$ cat src/pkg/mbx_defines.vh
// Functional notes
// - Goto, call, subroutine exit, exit with immediate load and interrupt exit take two cycles and touch no flags.
// - A skip instruction that skips adds one instruction cycle; one that does not keeps its base cost.
// - A memory-writing instruction aimed at the pc low byte adds one instruction cycle.
// - Increment or decrement and skip writes memory back, skips on zero and takes both penalties.
// - The working-register forms put the result in the working register only and skip on zero.
// - Bit test skips look at bit 0 to 7 and skip on clear or on set, one cycle plus skip penalty.
// - Zero test and load copies the byte to the working register and skips when it is zero.
// - With the high pointer option the page fetch addresses by both pointers, low byte to memory, high to latch.
// - Without it the page fetch reads the current page at the low pointer, same delivery, two cycles.
// - The last page fetch reads the final page at the low pointer, same delivery, two cycles.
// - Nibble exchange swaps in memory; its working-register form writes only the working register, one cycle.
// - Pre-clear instructions clear timeout and power-down flags only when the watchdog really clears.
// - Sleep entry enters power-down within one instruction cycle and updates both flags.
// - Add with carry sums working register, memory and carry into the working register and sets four flags.
`ifndef MBX_DEFINES_VH
`define MBX_DEFINES_VH
// ----------------------------------------
// Opcodes (5-bit field op_code)
// ----------------------------------------
`define MBX_OP_IDLE       5'h00
`define MBX_OP_GOTO       5'h01
`define MBX_OP_CALL       5'h02
`define MBX_OP_RET        5'h03
`define MBX_OP_RET_LOAD   5'h04
`define MBX_OP_INTERRUPT_EXIT       5'h05
`define MBX_OP_ZT_SKIP    5'h06
`define MBX_OP_ZT_LOAD    5'h07
`define MBX_OP_BIT_CLR_SK 5'h08
`define MBX_OP_BIT_SET_SK 5'h09
`define MBX_OP_INC_SK     5'h0a
`define MBX_OP_DEC_SK     5'h0b
`define MBX_OP_INC_SK_W   5'h0c
`define MBX_OP_DEC_SK_W   5'h0d
`define MBX_OP_TAB_PAGE   5'h0e
`define MBX_OP_TAB_LAST   5'h0f
`define MBX_OP_MEM_CLR    5'h10
`define MBX_OP_MEM_SET    5'h11
`define MBX_OP_WDT_CLR    5'h12
`define MBX_OP_WDT_PRE1   5'h13
`define MBX_OP_WDT_PRE2   5'h14
`define MBX_OP_SWAP       5'h15
`define MBX_OP_SWAP_W     5'h16
`define MBX_OP_SLEEP      5'h17
`define MBX_OP_ADD        5'h18
`define MBX_OP_ADD_IMM    5'h19
`define MBX_OP_ADC        5'h1a
`define MBX_OP_SUM_TO_MEM       5'h1b
`define MBX_OP_SUM_WITH_CARRY_TO_MEM       5'h1c
// ----------------------------------------
// Timing and reset values
// ----------------------------------------
`define MBX_CLKS_PER_CYC  3'h4
`define MBX_PCL_ADDR      8'h06
`define MBX_RST_BYTE      8'h00
// ----------------------------------------
// APB register map (byte addresses)
// ----------------------------------------
`define MBX_REG_CMD       12'h000
`define MBX_REG_CTRL      12'h004
`define MBX_REG_RESULT    12'h008
`define MBX_REG_STATUS    12'h00c
`define MBX_REG_TABLE     12'h010
`define MBX_CTRL_TABLE_POINTER_HIGH_BIT 0
`define MBX_CTRL_TWO_BIT  1
`endif

$ cat src/mbx_phase_div.v
// ----------------------------------------
// Instruction phase divider
// ----------------------------------------
module mbx_phase_div #(
    parameter WIDTH = 3
) (
    input  wire             core_clk,
    input  wire             rst_n,
    input  wire             run,
    input  wire [WIDTH-1:0] clks,
    output reg              cyc_end
);
    reg [WIDTH-1:0] cnt;

    // One pulse on the last system clock of each instruction cycle
    always @(posedge core_clk or negedge rst_n) begin
        if (!rst_n) begin
            cnt     <= {WIDTH{1'b0}};
            cyc_end <= 1'b0;
        end else if (!run) begin
            cnt     <= {WIDTH{1'b0}};
            cyc_end <= 1'b0;
        end else begin
            cyc_end <= (cnt == clks - {{(WIDTH-1){1'b0}}, 1'b1} - {{(WIDTH-1){1'b0}}, 1'b1});
            cnt     <= (cnt == clks - {{(WIDTH-1){1'b0}}, 1'b1}) ? {WIDTH{1'b0}} : cnt + {{(WIDTH-1){1'b0}}, 1'b1};
        end
    end
endmodule // mbx_phase_div

$ cat src/mbx_exec.v
// The APB register port and the placing of the registers are this design's own decisions.
`include "mbx_defines.vh"
// Executes one instruction per CMD write; software supplies operands via CMD and TABLE
// words, the block computes results, flags, cycle cost and table addresses.
module mbx_exec #(
    parameter PC_WIDTH  = 12,
    parameter CLKS_WIDTH = 3
) (
    input  wire        core_clk,
    input  wire        rst_n,
    input  wire        psel,
    input  wire        penable,
    input  wire        pwrite,
    input  wire [11:0] paddr,
    input  wire [31:0] pwdata,
    output reg  [31:0] prdata,
    output reg         pready,
    output reg         pslverr,
    output reg         powerdown
);
    // ----------------------------------------
    // State machine
    // ----------------------------------------
    localparam ST_IDLE = 2'b01;
    localparam ST_RUN  = 2'b10;

    reg  [1:0]  state;
    reg  [4:0]  op_code;
    reg  [7:0]  mem_in;
    reg  [7:0]  imm;
    reg  [2:0]  bit_sel;
    reg  [7:0]  dest_addr;
    reg  [7:0]  acc;
    reg         carry;
    reg         half_carry_flag;
    reg         zero_flag;
    reg         signed_wrap_flag;
    reg         timeout_flag;
    reg         powerdown_flag;
    reg         table_pointer_high_enable;
    reg         two_step_wdt;
    reg         pre1_seen;
    reg         pre2_seen;
    reg  [7:0]  table_pointer_low;
    reg  [7:0]  table_pointer_high;
    reg  [PC_WIDTH-1:0] cur_pc;
    reg  [15:0] rom_word;
    reg  [7:0]  table_high_latch;
    reg  [7:0]  mem_out;
    reg         mem_wr;
    reg         skip;
    reg  [1:0]  cycles_left;
    reg  [2:0]  cycles_taken;
    reg         busy;
    reg  [PC_WIDTH-1:0] rom_addr;
    wire        cyc_end;

    // ----------------------------------------
    // Combinational execute
    // ----------------------------------------
    reg  [7:0]  next_acc;
    reg  [7:0]  next_mem;
    reg         next_mem_wr;
    reg         next_skip;
    reg  [2:0]  next_cost;
    reg         next_flags_arith;
    reg         next_to_mem;
    reg  [8:0]  sum;
    reg  [4:0]  lo_sum;
    reg  [7:0]  addend;
    reg         cin;
    reg  [7:0]  adj;

    always @* begin
        next_acc         = acc;
        next_mem         = mem_in;
        next_mem_wr      = 1'b0;
        next_skip        = 1'b0;
        next_cost        = 3'h1;
        next_flags_arith = 1'b0;
        next_to_mem      = 1'b0;
        addend           = (op_code == `MBX_OP_ADD_IMM) ? imm : mem_in;
        cin              = ((op_code == `MBX_OP_ADC) || (op_code == `MBX_OP_SUM_WITH_CARRY_TO_MEM)) ? carry : 1'b0;
        sum              = {1'b0, acc} + {1'b0, addend} + {8'h00, cin};
        lo_sum           = {1'b0, acc[3:0]} + {1'b0, addend[3:0]} + {4'h0, cin};
        adj              = (op_code == `MBX_OP_DEC_SK || op_code == `MBX_OP_DEC_SK_W) ?
                           mem_in - 8'h01 : mem_in + 8'h01;
        case (op_code)
            `MBX_OP_GOTO, `MBX_OP_CALL, `MBX_OP_RET, `MBX_OP_INTERRUPT_EXIT: begin
                next_cost = 3'h2;
            end
            `MBX_OP_RET_LOAD: begin
                next_cost = 3'h2;
                next_acc  = imm;
            end
            `MBX_OP_ZT_SKIP: begin
                next_skip = (mem_in == 8'h00);
            end
            `MBX_OP_ZT_LOAD: begin
                next_acc  = mem_in;
                next_skip = (mem_in == 8'h00);
            end
            `MBX_OP_BIT_CLR_SK: begin
                next_skip = ~mem_in[bit_sel];
            end
            `MBX_OP_BIT_SET_SK: begin
                next_skip = mem_in[bit_sel];
            end
            `MBX_OP_INC_SK, `MBX_OP_DEC_SK: begin
                next_mem    = adj;
                next_mem_wr = 1'b1;
                next_skip   = (adj == 8'h00);
            end
            `MBX_OP_INC_SK_W, `MBX_OP_DEC_SK_W: begin
                next_acc  = adj;
                next_skip = (adj == 8'h00);
            end
            `MBX_OP_TAB_PAGE, `MBX_OP_TAB_LAST: begin
                next_cost   = 3'h2;
                next_mem    = rom_word[7:0];
                next_mem_wr = 1'b1;
            end
            `MBX_OP_MEM_CLR: begin
                next_mem    = 8'h00;
                next_mem_wr = 1'b1;
            end
            `MBX_OP_MEM_SET: begin
                next_mem    = 8'hff;
                next_mem_wr = 1'b1;
            end
            `MBX_OP_SWAP: begin
                next_mem    = {mem_in[3:0], mem_in[7:4]};
                next_mem_wr = 1'b1;
            end
            `MBX_OP_SWAP_W: begin
                next_acc = {mem_in[3:0], mem_in[7:4]};
            end
            `MBX_OP_ADD, `MBX_OP_ADD_IMM, `MBX_OP_ADC: begin
                next_acc         = sum[7:0];
                next_flags_arith = 1'b1;
            end
            `MBX_OP_SUM_TO_MEM, `MBX_OP_SUM_WITH_CARRY_TO_MEM: begin
                next_mem         = sum[7:0];
                next_mem_wr      = 1'b1;
                next_flags_arith = 1'b1;
                next_to_mem      = 1'b1;
            end
            default: begin
                next_cost = 3'h1;                                          // idle, wdt and sleep ops
            end
        endcase
        // Penalties add on top of the base cost
        if (next_mem_wr && (dest_addr == `MBX_PCL_ADDR))
            next_cost = next_cost + 3'h1;
        if (next_skip)
            next_cost = next_cost + 3'h1;
    end

    // Table address: last page has all upper bits set
    always @* begin
        if (op_code == `MBX_OP_TAB_LAST)
            rom_addr = {{(PC_WIDTH-8){1'b1}}, table_pointer_low};
        else if (table_pointer_high_enable)
            rom_addr = {table_pointer_high[PC_WIDTH-9:0], table_pointer_low};
        else
            rom_addr = {cur_pc[PC_WIDTH-1:8], table_pointer_low};
    end

    // ----------------------------------------
    // Instruction timing
    // ----------------------------------------
    mbx_phase_div #(
        .WIDTH (CLKS_WIDTH)
    ) u_div (
        .core_clk (core_clk),
        .rst_n    (rst_n),
        .run      (busy),
        .clks     (`MBX_CLKS_PER_CYC),
        .cyc_end  (cyc_end)
    );

    // Writes land at the edge that closes the access phase, where pready is sampled high
    wire wr_en = psel && penable && pwrite && pready;
    wire start = wr_en && (paddr == `MBX_REG_CMD) && !busy;

    // Execute, flags and cycle accounting
    always @(posedge core_clk or negedge rst_n) begin
        if (!rst_n) begin
            state <= ST_IDLE;
            busy <= 1'b0;
            cycles_left <= 2'h0;
            cycles_taken <= 3'h0;
            acc <= `MBX_RST_BYTE;
            mem_out <= `MBX_RST_BYTE;
            mem_wr <= 1'b0;
            skip <= 1'b0;
            carry <= 1'b0;
            half_carry_flag <= 1'b0;
            zero_flag <= 1'b0;
            signed_wrap_flag <= 1'b0;
            timeout_flag <= 1'b0;
            powerdown_flag <= 1'b0;
            powerdown <= 1'b0;
            pre1_seen <= 1'b0;
            pre2_seen <= 1'b0;
            table_high_latch <= `MBX_RST_BYTE;
        end else begin
            case (state)
                ST_IDLE: begin
                    if (start) begin
                        state <= ST_RUN;
                        busy <= 1'b1;
                        powerdown <= 1'b0;
                    end
                end
                ST_RUN: begin
                    if (cycles_left == 2'h0 && !cyc_end && cycles_taken == 3'h0) begin
                        // First clock: latch results, start counting cycles
                        acc <= next_acc;
                        mem_out <= next_mem;
                        mem_wr <= next_mem_wr;
                        skip <= next_skip;
                        cycles_taken <= next_cost;
                        cycles_left <= next_cost[1:0] - 2'h1;
                        if (op_code == `MBX_OP_TAB_PAGE || op_code == `MBX_OP_TAB_LAST)
                            table_high_latch <= rom_word[15:8];
                        if (next_flags_arith) begin
                            carry <= sum[8];
                            half_carry_flag <= lo_sum[4];
                            zero_flag <= (sum[7:0] == 8'h00);
                            signed_wrap_flag <= (acc[7] == addend[7]) && (sum[7] != acc[7]);
                        end
                        case (op_code)
                            `MBX_OP_WDT_CLR: begin
                                timeout_flag <= 1'b0;
                                powerdown_flag <= 1'b0;
                            end
                            `MBX_OP_WDT_PRE1, `MBX_OP_WDT_PRE2: begin
                                if (!two_step_wdt || (op_code == `MBX_OP_WDT_PRE1 ? pre2_seen : pre1_seen)) begin
                                    timeout_flag <= 1'b0;
                                    powerdown_flag <= 1'b0;
                                    pre1_seen <= 1'b0;
                                    pre2_seen <= 1'b0;
                                end else if (op_code == `MBX_OP_WDT_PRE1) begin
                                    pre1_seen <= 1'b1;
                                end else begin
                                    pre2_seen <= 1'b1;
                                end
                            end
                            `MBX_OP_SLEEP: begin
                                timeout_flag <= 1'b0;
                                powerdown_flag <= 1'b1;
                                powerdown <= 1'b1;
                            end
                            default: begin
                                mem_wr <= next_mem_wr;
                            end
                        endcase
                    end else if (cyc_end) begin
                        if (cycles_left == 2'h0) begin
                            state <= ST_IDLE;
                            busy <= 1'b0;
                        end else begin
                            cycles_left <= cycles_left - 2'h1;
                        end
                    end
                end
                default: begin
                    state <= ST_IDLE;
                    busy <= 1'b0;
                end
            endcase
            if (start)
                cycles_taken <= 3'h0;
        end
    end

    // ----------------------------------------
    // APB slave
    // ----------------------------------------
    // Command word: [4:0] op, [7:5] bit, [15:8] memory byte, [23:16] immediate, [31:24] destination
    always @(posedge core_clk or negedge rst_n) begin
        if (!rst_n) begin
            op_code <= `MBX_OP_IDLE;
            bit_sel <= 3'h0;
            mem_in <= `MBX_RST_BYTE;
            imm <= `MBX_RST_BYTE;
            dest_addr <= `MBX_RST_BYTE;
            table_pointer_high_enable <= 1'b0;
            two_step_wdt <= 1'b0;
            table_pointer_low <= `MBX_RST_BYTE;
            table_pointer_high <= `MBX_RST_BYTE;
            cur_pc <= {PC_WIDTH{1'b0}};
            rom_word <= 16'h0000;
        end else if (wr_en) begin
            case (paddr)
                `MBX_REG_CMD: begin
                    if (!busy) begin
                        op_code <= pwdata[4:0];
                        bit_sel <= pwdata[7:5];
                        mem_in <= pwdata[15:8];
                        imm <= pwdata[23:16];
                        dest_addr <= pwdata[31:24];
                    end
                end
                `MBX_REG_CTRL: begin
                    table_pointer_high_enable <= pwdata[`MBX_CTRL_TABLE_POINTER_HIGH_BIT];
                    two_step_wdt <= pwdata[`MBX_CTRL_TWO_BIT];
                    cur_pc <= pwdata[16+PC_WIDTH-1:16];
                end
                `MBX_REG_TABLE: begin
                    table_pointer_low <= pwdata[7:0];
                    table_pointer_high <= pwdata[15:8];
                    rom_word <= pwdata[31:16];
                end
                default: begin
                    rom_word <= rom_word;
                end
            endcase
        end
    end

    // Single-wait-state answer; unmapped addresses raise pslverr
    always @(posedge core_clk or negedge rst_n) begin
        if (!rst_n) begin
            pready <= 1'b0;
            pslverr <= 1'b0;
            prdata <= 32'h0000_0000;
        end else if (psel && penable && !pready) begin
            pready <= 1'b1;
            pslverr <= (paddr != `MBX_REG_CMD) && (paddr != `MBX_REG_CTRL) && (paddr != `MBX_REG_RESULT) &&
                       (paddr != `MBX_REG_STATUS) && (paddr != `MBX_REG_TABLE);
            case (paddr)
                `MBX_REG_CMD:    prdata <= {dest_addr, imm, mem_in, bit_sel, op_code};
                `MBX_REG_CTRL:   prdata <= {{(16-PC_WIDTH){1'b0}}, cur_pc, 14'h0000, two_step_wdt, table_pointer_high_enable};
                `MBX_REG_RESULT: prdata <= {table_high_latch, mem_out, acc, rom_addr[PC_WIDTH-1:PC_WIDTH-4], 4'h0};
                `MBX_REG_STATUS: prdata <= {17'h00000, cycles_taken, busy, skip, mem_wr, powerdown,
                                            timeout_flag, powerdown_flag, signed_wrap_flag, zero_flag,
                                            half_carry_flag, carry, 2'h0};
                `MBX_REG_TABLE:  prdata <= {rom_word, table_pointer_high, table_pointer_low};
                default:         prdata <= 32'h0000_0000;
            endcase
        end else begin
            pready <= 1'b0;
            pslverr <= 1'b0;
        end
    end
endmodule // mbx_exec

$ cat config.mk
export PLATFORM = sky130hd
export DESIGN_NAME = mbx_exec
export DESIGN_NICKNAME = d
export VERILOG_FILES = /design/src/mbx_phase_div.v /design/src/mbx_exec.v
export VERILOG_INCLUDE_DIRS = /design/src /design/src/pkg
export SDC_FILE = /design/constraint.sdc
export NUM_CORES = 1
export LEC_CHECK = 0
export ABC_AREA = 1
export BUFFER_PORTS_ARGS = -buffer_cell sky130_fd_sc_hd__buf_4
export CORE_UTILIZATION = 37
export CTS_CLUSTER_DIAMETER = 80
export DETAILED_ROUTE_END_ITERATION = 8
export GPL_TIMING_DRIVEN = 0
export SETUP_SLACK_MARGIN = 0.15
export SYNTH_ARGS = -nofsm -noshare
export SYNTH_HDL_FRONTEND = slang
export SYNTH_HIERARCHICAL = 1
export SYNTH_SLANG_ARGS = --single-unit
$ cat constraint.sdc
create_clock -name core_clk -period 4.89 [get_ports core_clk]
set_clock_uncertainty 0.2 [all_clocks]
set_input_delay 0.2445 -clock core_clk [delete_from_list [all_inputs] [get_ports core_clk]]
set_output_delay 0.2445 -clock core_clk [all_outputs]
set_load 0.1 [all_outputs]
Yosys cells after proc, flatten, opt, wreduce, memory -nomap -nowiden:

Index checks and enable logic that the tools add are counted.

* logic and storage cells: 213
* register bits: 159
* output and inout bits: 35
* input port bits: 49

* multiplexer cells: 49
* bitwise gates (word level): 2
* magnitude comparators: 1
* reduce and logical (&&, ||, !) cells: 64
* eq/ne operators: 52
* add/sub/neg operators: 11

Operator list (count)
* case mux 32 bit (5 select lines): 1
* == test 5 bit (second input constant): 13
* case mux 8 bit (6 select lines): 1
* == test 5 x 4 -> 1 bit (second input constant): 8
* case mux 8 bit (5 select lines): 1
* == test 12 x 4 -> 1 bit (second input constant): 2
* logical NOT 8 bit: 3
* 2-to-1 mux 12 bit: 2
* inequality test 12 x 4 -> 1 bit (second input constant): 2
* AND reduction 4 bit: 6
* 2-to-1 mux 3 bit: 7
* == test 5 x 3 -> 1 bit (second input constant): 4
* 2-to-1 mux 1 bit: 20
* 2-to-1 mux 2 bit: 8
* 2-to-1 mux 8 bit: 2
* AND reduction 3 bit: 5
* logical AND 1 bit: 14
* OR reduction 2 bit: 7
* == test 12 x 3 -> 1 bit (second input constant): 1
* == test 12 x 5 -> 1 bit (second input constant): 1
* logical NOT 12 bit: 1
* inequality test 12 x 3 -> 1 bit (second input constant): 1
* inequality test 12 x 5 -> 1 bit (second input constant): 1
* nonzero test 12 bit: 1
* other kinds (38): 67

Logic depth before layout (Yosys ltp):

* depth in word-level cells: 10
* depth in mapped cells: 22
* depth with buffers taken out: 22

Cells and area by module:

Netlist, hierarchy kept.

By module, submodules not included
* mbx_exec: area an instance 8513.2 um^2, instances 1, cells an instance 1075, seq. area each 3829.9 um^2
* mbx_phase_div: area an instance 316.6 um^2, instances 1, cells an instance 47, seq. area each 100.1 um^2

Least setup slack after synthesis:

Ideal clock, no wire load.

* path kind: register -> register
* start point: reg op_code[3]
* end point: reg acc[6]
* data arrival time: 3.089 ns
* path slack: 1.481 ns
* clock period less this slack: 3.409 ns
* cell stages (with the launch flop): 17
* path through: dfrtp_1 -> inv_2 -> nor2_4 -> inv_1 -> nor2_1 -> clkbuf_1 -> o21ai_0 -> fa_1 -> fa_1 -> nand3_1 -> nand3_1 -> a21oi_1 -> o21bai_1 -> xor2_1 -> o21ai_0 -> o21ai_1 -> nand2_1

* word-level cells in the longest chain between the ends: 5

RTL lines
* from (decl): line mbx_exec.v:28 `reg [4:0] op_code;`
* from (signal assigned): line mbx_exec.v:284 `` op_code <= `MBX_OP_IDLE; ``
* from (signal assigned): line mbx_exec.v:299 `op_code <= pwdata[4:0];`
* == test 5 bit (on tied branches)
* 2-to-1 mux 8 bit / logical OR 1 bit (equally long branches): line mbx_exec.v:82, mbx_exec.v:83
* adder 8 x 8 -> 9 bit / 2-to-1 mux 1 bit (equally long branches): line mbx_exec.v:84, mbx_exec.v:83
* adder 9 x 1 -> 9 bit: line mbx_exec.v:84 `sum = {1'b0, acc} + {1'b0, addend} + {8'h00, cin};`
* case mux 8 bit (5 select lines): line mbx_exec.v:88 `case (op_code)`
* to (signal assigned): line mbx_exec.v:193 `` acc <= `MBX_RST_BYTE; ``
* to (signal assigned): line mbx_exec.v:219 `acc <= next_acc;`
* to (decl): line mbx_exec.v:33 `reg [7:0] acc;`

Parallel ways exist; a longest one is shown, timed or not.
A chain may end at the register's enable or synchronous reset.

Worst setup path in the final report:

* start point: reg op_code[4]
* end point: reg zero_flag

* word-level cells in the longest chain between the ends: 5

RTL lines
* == test 5 bit: line mbx_exec.v:88
* 2-to-1 mux 8 bit / logical OR 1 bit (equally long branches): line mbx_exec.v:82, mbx_exec.v:83
* adder 8 x 8 -> 9 bit / 2-to-1 mux 1 bit (equally long branches): line mbx_exec.v:84, mbx_exec.v:83
* adder 9 x 1 -> 9 bit: line mbx_exec.v:84
* logical NOT 8 bit: line mbx_exec.v:230 `zero_flag <= (sum[7:0] == 8'h00);`
* to (signal assigned): line mbx_exec.v:230
* to (decl): line mbx_exec.v:36 `reg zero_flag;`

Parallel ways exist; a longest one is shown, timed or not.

==> flow_summary.toml <==
[timing]
finalCritPeriodShare_pct = 90.13
fmax_mhz = 226.9
min_period_ns = 4.407
setup_viol = 0
maxSlewHeadroom_pct = 46.26
tns_ns = 0
rsz0062_at_grt = "false"
setup_ws_ns = 0.4829
worst_pin_slew_ns = 0.8061
finalMaxSlewViolations = 0
holdWs_ns = 0.07921
final-hold-violation-count = 0

[cts]
postCtsSetupBuffers = 0
cts_buffers = 17
cts.sink_count = 157
cts_root_buffer = "clkbuf_16"
clk_latency_ns = 0.44
h-tree-depth = 4
cts_tree = "built"
clkTransAtPathRegs_ns = 0.06
cts_buffer_depth = 2

[routing]
dr.first_iter.drc_count = 932
routed_wl_mm = 30.79
via_count = 8566
first_pass_iters = 5
post_drt_wl_per_cell_um = 19.27
drc = 0
antenna_left = 0
vias_per_cell = 5.360

[final_layout]
fill_cells = 2349
diodes = 0
final_cell_mix = "nand2_1 (293), dfrtp_1 (156), o21ai_0 (141), inv_1 (123), buf_4 (85)"
multiInputGateArea_mm2 = 0.004212
regArea_mm2 = 0.003930
layout_commonest_cell = "nand2_1"
final_util_pct = 46.25
final_net_count = 1337
syn2layout_area_growth_pct = 22.96
drive_gt1_share_pct = 15.40

[setup_path]
worst-endpoint-arrival_ns = 4.59
required_ns = 5.07
critPathBufInv = 2
worstSetupPathType = "flop to flop"
critical_path.top_delay_family = "simple AND/OR/NAND/NOR gates"
endpoint_kind = "flop"
path_cells = "clkinv_1, nor2_1, nand2_1, nor2_1, clkbuf_1, o21ai_0, fa_1, fa_1, nand3_1, nand3_1, xor2_1, nand4_1, nor2_1, nand4_1, nand2_1"
cp_slowest_stage_delay_ns = 0.50
worstPathMaxFanout = 10
crit_slowest_cell = "nor2_1"
path_common_cell = "nor2_1"
startpoint_type = "flop"

[placed_design]
detailed_place_hpwl_mm = 23.45
gp_congestion = 0.9768
port_buffers = 83
place_ws_ns = 0.5640

[yosys]
synth.ff_latch_count = 157
yosysWarnings = 6
synth_cell_types = 53
synth_top_cell_by_area = "dfrtp_1"
synth_top_area_share_pct = 44.21
netlist_area_mm2 = 0.008830
avgSynthCellArea_um2 = 7.870
synthTopCellsByArea = "dfrtp_1 (44%), nand2_1 (12%), o21ai_0 (8.0%)"
synth_cells = 1122
yosysSeqAreaShare_pct = 44.51

[floorplan]
rows = 56
ios = 84
die_area_mm2 = 0.02449
fp.dieW_um = 156.5
core_mm2 = 0.02347
start_util_pct = 37.62
die_h_um = 156.5

[global_route]
grt_pass1_vias = 8158
grt_pass1_wl_mm = 47.47
grt.total_usage_pct = 26.35
antenna_found_initial = 0
grt-ovfl-total = 0
grt_max_degree = 119

[power]
power_density_mw_per_mm2 = 258.3
ir_drop_uv = 255.3
p_leak_nw = 5.323
total_power_mw = 2.805

[outcome]
outcome = "finished clean"

[hold_path]
hold_path_class = "primary input to async pin"

[flow_run]
cap_violations = 0
## layout make-up
type / count / area share, %
Multi-Input combinational cell: 789 / 38.79
Sequential cell: 157 / 36.20
Clock buffer: 23 / 4.495
Buffer: 41 / 1.671
Timing Repair Buffer: 119 / 9.289
Tap cell: 319 / 3.676
Inverter: 141 / 4.875
Clock inverter: 9 / 1.003
## what timing repair did
action,4_1_cts,5_1_grt
hold buffers,35,0
gates resized for setup,0,0
hold endpoints to repair,215,0
## synthesized netlist by cell type, drive strengths merged
master,n
o21a,1
o2111ai,12
o31ai,6
nand4,13
nor4,6
or2,1
a21oi,42
o32ai,1
a22oi,2
o21bai,1
nor2,58
a21o,1
clkinv,1
dfrtp,156
mux2,23
conb,2
dfstp,1
clkbuf,28
xor2,3
o22ai,14
o21ai,155
buf,13
fa,3
o221ai,7
inv,140
a31oi,1
nor3,11
o41ai,1
xnor2,2
nand2,301
and3,1
a221oi,4
o211ai,9
nand3b,2
ha,19
nand3,76
a211oi,5
## cell families (layout without fill, tap and decap cells)
family / Yosys count / in the layout / synth area share, %
fa+ha+maj: 22 / 22 / 3.373
simple gates: 469 / 469 / 23.61
xor+xnor: 5 / 5 / 0.4961
compound gates: 262 / 262 / 16.95
other cells: 2 / 8 / 0.08505
flops: 157 / 157 / 44.51
mux: 23 / 23 / 2.933
buf+inv: 182 / 333 / 8.049
## stage by stage
| stage | area, um2 | cells |
|---|---|---|
| floorplan | 8852 | 1128 |
| global placement | 9874 | 1530 |
| detailed placement | 9910 | 1531 |
| CTS | 10860 | 1598 |
| global route | 10860 | 1598 |
| finish | 10860 | 1598 |
## registers in the layout, summed over array words and instances, names as in the netlist, 5 cells and up
name / flops
acc: 8
cur_pc: 12
dest_addr: 8
imm: 8
mem_in: 8
mem_out: 8
op_code: 5
prdata: 32
rom_word: 16
table_high_latch: 8
table_pointer_high: 8
table_pointer_low: 8
## power breakdown
part           internal (mW)  switching (mW)
clock                  0.807           0.555
combinational         0.0581          0.0838
sequential              1.30         0.00124
## worst paths after layout
| check | startpoint | endpoint | slack, ns | cells after the start |
|---|---|---|---|---|
| min reg2reg | table_pointer_high[0] | table_pointer_high[0] | 0.27 | 2 |
| min in group core_clk | paddr[9] | table_pointer_low[6] | 0.17 | 4 |
| max in group asynchronous | rst_n | table_pointer_high_enable | 3.53 | 3 |
| min | rst_n | prdata[17] | 0.08 | 2 |
| max reg2reg | op_code[4] | zero_flag | 0.48 | 15 |
| max | op_code[4] | zero_flag | 0.48 | 15 |
## layer usage
metal	vias to the layer above	wire (um)	global-route usage, %
li1	4037	-	-
met1	4123	13930	37.07
met2	352	13820	40.60
met3	54	2232	4.486
met4	0	807	9.524
met5	-	0	0
Power figures use the tool's default switching activity.
